## config.mk

```make
export PLATFORM = sky130hd
export DESIGN_NAME = usb_function_irq_enable_and_sie
export DESIGN_NICKNAME = d
export VERILOG_FILES = /design/src/hw/usb_irq_pkg.sv /design/src/hw/usb_function_irq_enable_and_sie.sv
export SDC_FILE = /design/constraint.sdc
export NUM_CORES = 1
export LEC_CHECK = 0
export BUFFER_PORTS_ARGS = -buffer_cell sky130_fd_sc_hd__buf_2
export CAP_MARGIN = 20
export CORE_MARGIN = 2
export CORE_UTILIZATION = 45
export DETAILED_ROUTE_END_ITERATION = 10
export PLACE_DENSITY = 0.77
export SLEW_MARGIN = 20
export SYNTH_ARGS = -nofsm -noshare
export SYNTH_HDL_FRONTEND = slang
export SYNTH_SLANG_ARGS = --single-unit
```

## constraint.sdc

```tcl
create_clock -name aclk -period 1.7 [get_ports aclk]
set_input_delay 0.085 -clock aclk [delete_from_list [all_inputs] [get_ports aclk]]
set_output_delay 0.085 -clock aclk [all_outputs]
set_load 0.02 [all_outputs]
```

## src/hw/usb_irq_pkg.sv

```systemverilog
package usb_irq_pkg;
    // register indices; byte address is four times the index
    localparam logic [5:0] IDX_POWER     = 6'h01;
    localparam logic [5:0] IDX_IN_FLAGS  = 6'h02;
    localparam logic [5:0] IDX_OUT_FLAGS = 6'h04;
    localparam logic [5:0] IDX_BUS_FLAGS = 6'h06;
    localparam logic [5:0] IDX_IN_EN     = 6'h07;
    localparam logic [5:0] IDX_OUT_EN    = 6'h09;
    localparam logic [5:0] IDX_BUS_EN    = 6'h0b;

    localparam logic [7:0] IN_EN_RESET  = 8'h0f;
    localparam logic [7:0] OUT_EN_RESET = 8'h0e;
    localparam logic [7:0] BUS_EN_RESET = 8'h06;
    localparam logic [7:0] POWER_RESET  = 8'h00;
    localparam logic [7:0] FLAGS_RESET  = 8'h00;

    localparam logic [7:0] IN_EN_MASK  = 8'h0f;
    localparam logic [7:0] OUT_EN_MASK = 8'h0e;
    localparam logic [7:0] BUS_EN_MASK = 8'h0f;
    localparam logic [7:0] POWER_MASK  = 8'h01;

    localparam int BUS_SUSPEND_BIT    = 0;
    localparam int BUS_RESUME_BIT     = 1;
    localparam int BUS_RESET_BIT      = 2;
    localparam int BUS_SOF_BIT        = 3;
    localparam int SUSPEND_DETECT_BIT = 0;
    localparam int CONTROL_EP_BIT     = 0;

    localparam logic [1:0] RESP_OKAY   = 2'h0;
    localparam logic [1:0] RESP_SLVERR = 2'h2;
    localparam logic [3:0] PID_ACK     = 4'h2;

    typedef enum logic [1:0] {
        TX_IDLE    = 2'b00,
        TX_WAIT_HS = 2'b01,
        TX_DONE    = 2'b11
    } tx_state_e;
endpackage

```

## src/hw/usb_function_irq_enable_and_sie.sv

```systemverilog
// Added by the designer: the AXI4-Lite register port.
`timescale 1ns/10ps
`default_nettype none
module usb_function_irq_enable_and_sie (
    input  wire logic       aclk,
    input  wire logic       aresetn,
    input  wire logic [7:0] s_axi_awaddr,
    input  wire logic       s_axi_awvalid,
    output logic            s_axi_awready,
    input  wire logic [31:0] s_axi_wdata,
    input  wire logic [3:0] s_axi_wstrb,
    input  wire logic       s_axi_wvalid,
    output logic            s_axi_wready,
    output logic [1:0]      s_axi_bresp,
    output logic            s_axi_bvalid,
    input  wire logic       s_axi_bready,
    input  wire logic [7:0] s_axi_araddr,
    input  wire logic       s_axi_arvalid,
    output logic            s_axi_arready,
    output logic [31:0]     s_axi_rdata,
    output logic [1:0]      s_axi_rresp,
    output logic            s_axi_rvalid,
    input  wire logic       s_axi_rready,
    input  wire logic       rx_packet_done,
    input  wire logic       rx_packet_ok,
    input  wire logic [1:0] rx_endpoint,
    input  wire logic       tx_packet_sent,
    input  wire logic [1:0] tx_endpoint,
    input  wire logic       host_handshake_ack,
    input  wire logic       tx_abort,
    input  wire logic       frame_expected,
    input  wire logic       bus_reset_detected,
    input  wire logic       resume_detected,
    input  wire logic       suspend_detected,
    output logic            handshake_valid,
    output logic [3:0]      handshake_pid,
    output logic            suspended,
    output logic            irq
);

    logic        aw_held_reg, aw_held_next;
    logic [5:0]  aw_idx_reg, aw_idx_next;
    logic        w_held_reg, w_held_next;
    logic [7:0]  w_data_reg, w_data_next;
    logic        w_lane_reg, w_lane_next;
    logic        awready_reg, awready_next;
    logic        wready_reg, wready_next;
    logic        bvalid_reg, bvalid_next;
    logic [1:0]  bresp_reg, bresp_next;
    logic        arready_reg, arready_next;
    logic        rvalid_reg, rvalid_next;
    logic [31:0] rdata_reg, rdata_next;
    logic [1:0]  rresp_reg, rresp_next;

    logic [7:0]  in_endpoint_irq_enable_reg, in_endpoint_irq_enable_next;
    logic [7:0]  out_endpoint_irq_enable_reg, out_endpoint_irq_enable_next;
    logic [7:0]  bus_event_irq_enable_reg, bus_event_irq_enable_next;
    logic [7:0]  power_ctl_reg, power_ctl_next;
    logic [7:0]  in_endpoint_irq_flags_reg, in_endpoint_irq_flags_next;
    logic [7:0]  out_endpoint_irq_flags_reg, out_endpoint_irq_flags_next;
    logic [7:0]  bus_event_irq_flags_reg, bus_event_irq_flags_next;
    logic        suspended_reg, suspended_next;
    logic        irq_reg, irq_next;
    logic        hs_valid_reg, hs_valid_next;
    logic [3:0]  hs_pid_reg, hs_pid_next;
    usb_irq_pkg::tx_state_e tx_state_reg, tx_state_next;
    logic [1:0]  tx_ep_reg, tx_ep_next;

    logic        wr_fire;
    logic        rd_fire;
    logic [5:0]  rd_idx;
    logic        wr_known;
    logic [7:0]  in_set, out_set, bus_set;
    logic [7:0]  in_clr, out_clr, bus_clr;

    // bus slave: address and data taken independently, response after both
    always_comb begin
        aw_held_next = aw_held_reg;
        aw_idx_next  = aw_idx_reg;
        w_held_next  = w_held_reg;
        w_data_next  = w_data_reg;
        w_lane_next  = w_lane_reg;
        bvalid_next  = bvalid_reg;
        bresp_next   = bresp_reg;
        rvalid_next  = rvalid_reg;
        rdata_next   = rdata_reg;
        rresp_next   = rresp_reg;
        wr_fire      = 1'b0;
        rd_fire      = s_axi_arvalid && arready_reg;
        rd_idx       = s_axi_araddr[7:2];
        if (s_axi_awvalid && awready_reg) begin
            aw_held_next = 1'b1;
            aw_idx_next  = s_axi_awaddr[7:2];
        end
        if (s_axi_wvalid && wready_reg) begin
            w_held_next = 1'b1;
            w_data_next = s_axi_wdata[7:0];
            w_lane_next = s_axi_wstrb[0];
        end
        if (aw_held_reg && w_held_reg && !bvalid_reg) begin
            wr_fire      = 1'b1;
            aw_held_next = 1'b0;
            w_held_next  = 1'b0;
            bvalid_next  = 1'b1;
            bresp_next   = wr_known ? usb_irq_pkg::RESP_OKAY : usb_irq_pkg::RESP_SLVERR;
        end else if (bvalid_reg && s_axi_bready) begin
            bvalid_next = 1'b0;
        end
        if (rd_fire) begin
            rvalid_next = 1'b1;
            rresp_next  = usb_irq_pkg::RESP_OKAY;
            rdata_next  = 32'h0;
            unique case (rd_idx)
                usb_irq_pkg::IDX_POWER:     rdata_next[7:0] = power_ctl_reg;
                usb_irq_pkg::IDX_IN_FLAGS:  rdata_next[7:0] = in_endpoint_irq_flags_reg;
                usb_irq_pkg::IDX_OUT_FLAGS: rdata_next[7:0] = out_endpoint_irq_flags_reg;
                usb_irq_pkg::IDX_BUS_FLAGS: rdata_next[7:0] = bus_event_irq_flags_reg;
                usb_irq_pkg::IDX_IN_EN:     rdata_next[7:0] = in_endpoint_irq_enable_reg;
                usb_irq_pkg::IDX_OUT_EN:    rdata_next[7:0] = out_endpoint_irq_enable_reg;
                usb_irq_pkg::IDX_BUS_EN:    rdata_next[7:0] = bus_event_irq_enable_reg;
                default:                    rresp_next = usb_irq_pkg::RESP_SLVERR;
            endcase
        end else if (rvalid_reg && s_axi_rready) begin
            rvalid_next = 1'b0;
        end
        awready_next = !aw_held_next;
        wready_next  = !w_held_next;
        arready_next = !rvalid_next;
    end

    // the three enable registers and the power control bit
    always_comb begin
        in_endpoint_irq_enable_next  = in_endpoint_irq_enable_reg;
        out_endpoint_irq_enable_next = out_endpoint_irq_enable_reg;
        bus_event_irq_enable_next    = bus_event_irq_enable_reg;
        power_ctl_next               = power_ctl_reg;
        wr_known                     = 1'b1;
        unique case (aw_idx_reg)
            usb_irq_pkg::IDX_IN_EN:
                if (wr_fire && w_lane_reg) begin
                    in_endpoint_irq_enable_next = w_data_reg
                        & usb_irq_pkg::IN_EN_MASK;
                end
            usb_irq_pkg::IDX_OUT_EN:
                if (wr_fire && w_lane_reg) begin
                    out_endpoint_irq_enable_next = w_data_reg
                        & usb_irq_pkg::OUT_EN_MASK;
                end
            usb_irq_pkg::IDX_BUS_EN:
                if (wr_fire && w_lane_reg) begin
                    bus_event_irq_enable_next = w_data_reg
                        & usb_irq_pkg::BUS_EN_MASK;
                end
            usb_irq_pkg::IDX_POWER:
                if (wr_fire && w_lane_reg) begin
                    power_ctl_next = w_data_reg & usb_irq_pkg::POWER_MASK;
                end
            usb_irq_pkg::IDX_IN_FLAGS,
            usb_irq_pkg::IDX_OUT_FLAGS,
            usb_irq_pkg::IDX_BUS_FLAGS:
                wr_known = 1'b1;
            default:
                wr_known = 1'b0;
        endcase
    end

    // serial engine events, pending flags and interrupt
    always_comb begin
        tx_state_next  = tx_state_reg;
        tx_ep_next     = tx_ep_reg;
        suspended_next = suspended_reg;
        hs_valid_next  = 1'b0;
        hs_pid_next    = hs_pid_reg;
        in_set         = 8'h00;
        out_set        = 8'h00;
        bus_set        = 8'h00;
        // whole good packets only; bad ones get neither flag nor handshake
        if (rx_packet_done && rx_packet_ok) begin
            if (rx_endpoint == 2'h0) begin
                in_set[usb_irq_pkg::CONTROL_EP_BIT] = 1'b1;
            end else begin
                out_set[rx_endpoint] = 1'b1;
            end
            hs_valid_next = 1'b1;
            hs_pid_next   = usb_irq_pkg::PID_ACK;
        end
        unique case (tx_state_reg)
            usb_irq_pkg::TX_IDLE:
                if (tx_packet_sent) begin
                    tx_state_next = usb_irq_pkg::TX_WAIT_HS;
                    tx_ep_next    = tx_endpoint;
                end
            usb_irq_pkg::TX_WAIT_HS:
                if (host_handshake_ack) begin
                    tx_state_next = usb_irq_pkg::TX_DONE;
                end else if (tx_abort) begin
                    tx_state_next = usb_irq_pkg::TX_IDLE;
                end
            usb_irq_pkg::TX_DONE: begin
                in_set[tx_ep_reg] = 1'b1;
                tx_state_next     = usb_irq_pkg::TX_IDLE;
            end
            default:
                tx_state_next = usb_irq_pkg::TX_IDLE;
        endcase
        bus_set[usb_irq_pkg::BUS_SOF_BIT]     = frame_expected;
        bus_set[usb_irq_pkg::BUS_RESET_BIT]   = bus_reset_detected;
        bus_set[usb_irq_pkg::BUS_RESUME_BIT]  = resume_detected && suspended_reg;
        bus_set[usb_irq_pkg::BUS_SUSPEND_BIT] = suspend_detected
            && power_ctl_reg[usb_irq_pkg::SUSPEND_DETECT_BIT];
        if (bus_reset_detected || (resume_detected && suspended_reg)) begin
            suspended_next = 1'b0;
        end else if (bus_set[usb_irq_pkg::BUS_SUSPEND_BIT]) begin
            suspended_next = 1'b1;
        end
        in_clr  = (rd_fire && rd_idx == usb_irq_pkg::IDX_IN_FLAGS) ? 8'hff : 8'h00;
        out_clr = (rd_fire && rd_idx == usb_irq_pkg::IDX_OUT_FLAGS) ? 8'hff : 8'h00;
        bus_clr = (rd_fire && rd_idx == usb_irq_pkg::IDX_BUS_FLAGS) ? 8'hff : 8'h00;
        // a set in the clearing cycle survives
        in_endpoint_irq_flags_next  = ((in_endpoint_irq_flags_reg & ~in_clr) | in_set)
            & usb_irq_pkg::IN_EN_MASK;
        out_endpoint_irq_flags_next = ((out_endpoint_irq_flags_reg & ~out_clr) | out_set)
            & usb_irq_pkg::OUT_EN_MASK;
        bus_event_irq_flags_next    = ((bus_event_irq_flags_reg & ~bus_clr) | bus_set)
            & usb_irq_pkg::BUS_EN_MASK;
        irq_next = |(in_endpoint_irq_flags_reg & in_endpoint_irq_enable_reg)
                || |(out_endpoint_irq_flags_reg & out_endpoint_irq_enable_reg)
                || |(bus_event_irq_flags_reg & bus_event_irq_enable_reg);
    end

    always_ff @(posedge aclk) begin
        if (!aresetn) begin
            aw_held_reg <= 1'b0;
            aw_idx_reg  <= 6'h00;
            w_held_reg  <= 1'b0;
            w_data_reg  <= 8'h00;
            w_lane_reg  <= 1'b0;
            awready_reg <= 1'b0;
            wready_reg  <= 1'b0;
            bvalid_reg  <= 1'b0;
            bresp_reg   <= usb_irq_pkg::RESP_OKAY;
            arready_reg <= 1'b0;
            rvalid_reg  <= 1'b0;
            rdata_reg   <= 32'h0;
            rresp_reg   <= usb_irq_pkg::RESP_OKAY;
            in_endpoint_irq_enable_reg  <= usb_irq_pkg::IN_EN_RESET;
            out_endpoint_irq_enable_reg <= usb_irq_pkg::OUT_EN_RESET;
            bus_event_irq_enable_reg    <= usb_irq_pkg::BUS_EN_RESET;
            power_ctl_reg               <= usb_irq_pkg::POWER_RESET;
            in_endpoint_irq_flags_reg   <= usb_irq_pkg::FLAGS_RESET;
            out_endpoint_irq_flags_reg  <= usb_irq_pkg::FLAGS_RESET;
            bus_event_irq_flags_reg     <= usb_irq_pkg::FLAGS_RESET;
            suspended_reg <= 1'b0;
            irq_reg       <= 1'b0;
            hs_valid_reg  <= 1'b0;
            hs_pid_reg    <= 4'h0;
            tx_state_reg  <= usb_irq_pkg::TX_IDLE;
            tx_ep_reg     <= 2'h0;
        end else begin
            aw_held_reg <= aw_held_next;
            aw_idx_reg  <= aw_idx_next;
            w_held_reg  <= w_held_next;
            w_data_reg  <= w_data_next;
            w_lane_reg  <= w_lane_next;
            awready_reg <= awready_next;
            wready_reg  <= wready_next;
            bvalid_reg  <= bvalid_next;
            bresp_reg   <= bresp_next;
            arready_reg <= arready_next;
            rvalid_reg  <= rvalid_next;
            rdata_reg   <= rdata_next;
            rresp_reg   <= rresp_next;
            in_endpoint_irq_enable_reg  <= in_endpoint_irq_enable_next;
            out_endpoint_irq_enable_reg <= out_endpoint_irq_enable_next;
            bus_event_irq_enable_reg    <= bus_event_irq_enable_next;
            power_ctl_reg               <= power_ctl_next;
            in_endpoint_irq_flags_reg   <= in_endpoint_irq_flags_next;
            out_endpoint_irq_flags_reg  <= out_endpoint_irq_flags_next;
            bus_event_irq_flags_reg     <= bus_event_irq_flags_next;
            suspended_reg <= suspended_next;
            irq_reg       <= irq_next;
            hs_valid_reg  <= hs_valid_next;
            hs_pid_reg    <= hs_pid_next;
            tx_state_reg  <= tx_state_next;
            tx_ep_reg     <= tx_ep_next;
        end
    end

    assign s_axi_awready   = awready_reg;
    assign s_axi_wready    = wready_reg;
    assign s_axi_bvalid    = bvalid_reg;
    assign s_axi_bresp     = bresp_reg;
    assign s_axi_arready   = arready_reg;
    assign s_axi_rvalid    = rvalid_reg;
    assign s_axi_rdata     = rdata_reg;
    assign s_axi_rresp     = rresp_reg;
    assign handshake_valid = hs_valid_reg;
    assign handshake_pid   = hs_pid_reg;
    assign suspended       = suspended_reg;
    assign irq             = irq_reg;

endmodule
`default_nettype wire

```

* After elaboration in Yosys (flattened, before gate mapping)
Index checks and enable logic that the tools add are counted.
Word-level totals: word-level logic and storage cells 130, output and inout bits 48, flip-flop bits (word level) 61
Cells by class: eq/ne operators 18, reductions and logical operators 38, mux-type cells 30, bitwise gates (word level) 14, magnitude comparators 4
Operators with widths (number):
- equality test 6 x 3 -> 1 bit, second input constant | 6
- one-hot mux 4 bit (7 select lines) | 1
- AND 4 bit | 6
- equality test 6 x 4 -> 1 bit, second input constant | 4
- 2-to-1 mux 4 bit | 6
- OR reduction 8 bit | 3
- logical AND 1 bit | 16
- 2-to-1 mux 1 bit | 15
- OR reduction 7 bit | 2
- equality test 6 x 1 -> 1 bit, second input constant | 2
- equality test 6 x 2 -> 1 bit, second input constant | 2
- inverter 4 bit | 3
- OR 4 bit | 3
- AND reduction 2 bit | 6
- 2-to-1 mux 2 bit | 5
- < comparator 2 x 4 -> 1 bit, second input constant | 2
- demux 1 bit (select 2 bit) | 2
- greater-or-equal comparator 2 x 1 -> 1 bit, second input constant | 2
- logical NOT 1 bit | 4
- logical NOT 2 bit | 2
- OR 1 x 4 -> 4 bit | 1
- one-hot mux 2 bit (2 select lines) | 1
- logical OR 1 bit | 3
- inequality test 3 bit, second input constant | 1
- 6 further kinds | 6

* Depth between registers and ports, before layout
word-level depth 7, mapped depth 5, depth with buffers taken out 4

* Worst setup path after synthesis
Ideal clock, no wire load.
path type flip-flop to flip-flop, from register w_lane_reg, to register bus_event_irq_enable_reg[1], path buffers 0, path slack 176 ps, arrival time 1395 ps, stages on the path, launching flop included 5, path through dfxtp_1 > or3b_1 > nor4_4 > mux2i_1 > nand2_1
Between the ends: word-level cells in the longest chain between the ends 2
Ends and longest elaborated chain:
- start: declaration | RTL line usb_function_irq_enable_and_sie.sv:45 | logic w_lane_reg, w_lane_next;
- start signal: assignment | RTL line usb_function_irq_enable_and_sie.sv:264 | w_lane_reg <= w_lane_next;
- logical AND 1 bit | RTL line usb_function_irq_enable_and_sie.sv:150 | if (wr_fire && w_lane_reg) begin
- AND reduction 2 bit (no source line)
- end signal: assignment | RTL line usb_function_irq_enable_and_sie.sv:248 | bus_event_irq_enable_reg <= usb_irq_pkg::BUS_EN_RESET;
- end signal: assignment | RTL line usb_function_irq_enable_and_sie.sv:275 | bus_event_irq_enable_reg <= bus_event_irq_enable_next;
- end: declaration | RTL line usb_function_irq_enable_and_sie.sv:57 | logic [7:0] bus_event_irq_enable_reg, bus_event_irq_enable_next;
Every way passes these cells. A chain may end at the register's enable or synchronous reset.

* Worst setup path in the final report
from register aw_idx_reg[5], to register bus_event_irq_enable_reg[2]
Between the ends: word-level cells in the longest chain between the ends 2
Ends and longest elaborated chain:
- start: declaration | RTL line usb_function_irq_enable_and_sie.sv:42 | logic [5:0] aw_idx_reg, aw_idx_next;
- start signal: assignment | RTL line usb_function_irq_enable_and_sie.sv:261 | aw_idx_reg <= aw_idx_next;
- equality test 6 x 4 -> 1 bit | RTL line usb_function_irq_enable_and_sie.sv:138 | unique case (aw_idx_reg)
- AND reduction 2 bit (no source line)
Every way passes these cells.

==> results.sh <==
export IMPL_reg2reg_from="aw_idx_reg[5]"
export IMPL_ios=120
export IMPL_report_final_slew_viol_count=0
export IMPL_hold_start="s_axi_awaddr[7]"
export IMPL_grt_pass1_wl_mm=9.43
export IMPL_synth_area_leaders="dfxtp_1 (42%), buf_4 (9.5%), nand2_1 (7.0%)"
export IMPL_clk_insertion_delay_late_ps=310
export IMPL_pre_cts_ws_ps=115
export IMPL_setup_slack_ps=113
export IMPL_power_density_mw_per_mm2=814
export IMPL_cts_max_path_buffers=2
export IMPL_grt_max_degree=19
export IMPL_clk_pin_slew_ps=100
export IMPL_hold_depth=3
export IMPL_area_delta_synth_final_pct=13.7
export IMPL_ff2ff_path_depth=5
export IMPL_tritoncts="done"
export IMPL_peakVddDrop_mv=0.384
export IMPL_power_frac_seq_pct=56.8
export IMPL_clock_fmax_ghz=0.630
export IMPL_p_leak_nw=1.30
export IMPL_rows=27
export IMPL_drc=0
export IMPL_synth_top_area_cell="dfxtp_1"
export IMPL_layout_nets=433
export IMPL_wirelength_mm=5.54
export IMPL_fin_skew_ps=10.2
export IMPL_synth_seq_area_share_pct=42.2
export IMPL_synth_most_common_cell="dfxtp_1"
export IMPL_clkSinkCount=55
export IMPL_critical_path_class="flip-flop to flip-flop"
export IMPL_whs_ps=0.0657
export IMPL_setup_violations=0
export IMPL_power_frac_clock_pct=29.6
export IMPL_fin_crit_sh_pct=93.4
export IMPL_rsz0062_at_grt="no"
export IMPL_synth_commonest_cells="dfxtp_1 (55), nand2_1 (49), buf_4 (33)"
export IMPL_drive_gt1_share_pct=18.8
export IMPL_synth_avg_cell_area_sq_um=8.59
export IMPL_largest_register_ffs=6
export IMPL_antenna_left=0
export IMPL_synth_area_sq_mm=0.00261
export IMPL_cap_viol_max_count=0
export IMPL_worst_pin_slew_ps=585
export IMPL_async_reset_ff_share_pct=0
export IMPL_die_w_um=80.2
export IMPL_min_path_type="input port to flip-flop"
export IMPL_stdcell_count=434
export IMPL_wire_per_inst_um=12.8
export IMPL_num_antenna_cells=0
export IMPL_drtPass1Iterations=5
export IMPL_hold_end="aw_idx_reg[5]"
export IMPL_crit_path_start="aw_idx_reg[5]"
export IMPL_routed_via_density=5.10
export IMPL_cts_buffers=5
export IMPL_antenna_found_initial=0
export IMPL_critPathRequiredTime_ps=1910
export IMPL_port_buffers=51
export IMPL_cts_root_buffer="clkbuf_8"
export IMPL_status="finished clean"
export IMPL_first_global_vias=2059
export IMPL_track_usage_pct=18.5
export IMPL_fin_total_pwr_mw=2.42
export IMPL_drt_iter0_markers=167
export IMPL_postCtsSetupBuffers=0
export IMPL_report_final_hold_viol_count=0
export IMPL_start_kind="flip-flop"
export IMPL_gp_congestion=0.875
export IMPL_max_slew_margin_rel_pct=60.9
export IMPL_dieHeight_um=80.2
export IMPL_rr_endpoint="bus_event_irq_enable_reg[2]"
export IMPL_combPwrFrac_pct=13.6
export IMPL_end_kind="flip-flop"
export IMPL_synth_seq_cells=55
export IMPL_synth_cell_types=48
export IMPL_p_sw_mw=0.679
export IMPL_gr_total_overflow=0
export IMPL_synthFlopType="dfxtp_1"
export IMPL_place_hpwl_mm=4.10
export IMPL_initial_core_util_pct=47.1
export IMPL_timing_setup_tns_ps=0
export IMPL_yosysTopAreaCellShare_pct=42.2
export IMPL_cp_arrival_ps=1800
export IMPL_worstPathMaxFanout=6
export IMPL_fin_crit_ps=1590
export IMPL_place_inst=420
export IMPL_cts_hold_buf=6
export IMPL_ctsResizeCount=0
export IMPL_num_vias=2215
export IMPL_r2r_slack_ps=110
export IMPL_synth_edf_count=0
export IMPL_internal_power_mw=1.74
export IMPL_cts_max_level=2
export IMPL_fp_coreArea_sq_mm=0.00554
export IMPL_yosysWarnings=0
export IMPL_fp_dieArea_sq_mm=0.00643
export IMPL_switching_share_pct=28.1
export IMPL_synth_cells=304
==> power by group through the flow <==
stage	Clock, mW	Sequential [mW]	Combinational, mW
final	0.716	1.37	0.329
after global routing	0.770	1.38	0.368
after CTS	0.723	1.37	0.327
after detailed placement	0	1.40	0.316
after global placement	0	1.40	0.310
after floorplan	0	1.41	0.261
==> cells in the final DEF, fill, tap and decap left out, types with 3 or more instances in the layout <==
cell	instances
a21oi_1	28
a22oi_1	4
and2_1	3
nor3_1	7
conb_1	33
buf_4	5
o32a_1	3
nor2_1	19
a22o_1	3
o21ai_0	5
a221oi_1	5
o21ai_1	5
nor2b_1	3
nand3_1	10
and3_1	4
nand3b_1	3
mux2i_1	15
clkbuf_8	5
nand2_1	49
nand4_1	3
dfxtp_1	55
nand2b_1	5
buf_2	51
dlygate4sd3_1	6
==> per-layer routing <==
layer / routed length (um) / global-route usage, % / up-vias
li1: - / - / 1131
met1: 2550 / 26.3 / 988
met2: 2490 / 27.6 / 89
met3: 407 / 3.93 / 7
met4: 83 / 6.44 / 0
met5: 0 / 0 / -
==> metrics by stage <==
stage          instance area (sq um)  utilization, %
2_1_floorplan                   2730               -
6_report                        2970            53.6
5_1_grt                         2970            53.6
3_5_place_dp                    2820            50.9
3_3_place_gp                    2820            50.9
4_1_cts                         2970            53.6
==> cell families (layout without fill, tap and decap cells) <==
kind of cell / after synthesis / in the layout / synth area share (%)
compound gates: 65 / 65 / 16.4
xor+xnor: 2 / 2 / 0.671
buf+inv: 47 / 73 / 11.6
flops: 55 / 55 / 42.2
mux: 16 / 16 / 6.18
other cells: 1 / 33 / 0.144
simple gates: 118 / 118 / 22.8
==> worst max-delay path by stage <==
| stage | end | slack (ps) | cells after the start |
|---|---|---|---|
| CTS | bus_event_irq_enable_reg[2] | 100 | 5 |
| global route | bus_event_irq_enable_reg[2] | 20 | 5 |
| global placement | bus_event_irq_enable_reg[1] | 160 | 5 |
| finish | bus_event_irq_enable_reg[2] | 110 | 5 |
| floorplan | bus_event_irq_enable_reg[1] | 180 | 4 |
| detailed placement | bus_event_irq_enable_reg[2] | 110 | 5 |
==> worst max-delay path, cell delays in order (launching register included) <==
cell and delay [ps]:
dfxtp_1 330, or3b_1 440, nor4_4 280, buf_4 190, mux2i_1 180, nand2_1 60
==> layout make-up <==
cell class	instances	area, sq um
clock buffers	6	72.6
clock inverters	2	12.5
fillers	539	2570
inverters	3	11.3
multi-input cells	234	1330
flip-flops and latches	55	1100
well taps	72	90.1
repair buffers	62	353
(Power assumes the default switching activity.)
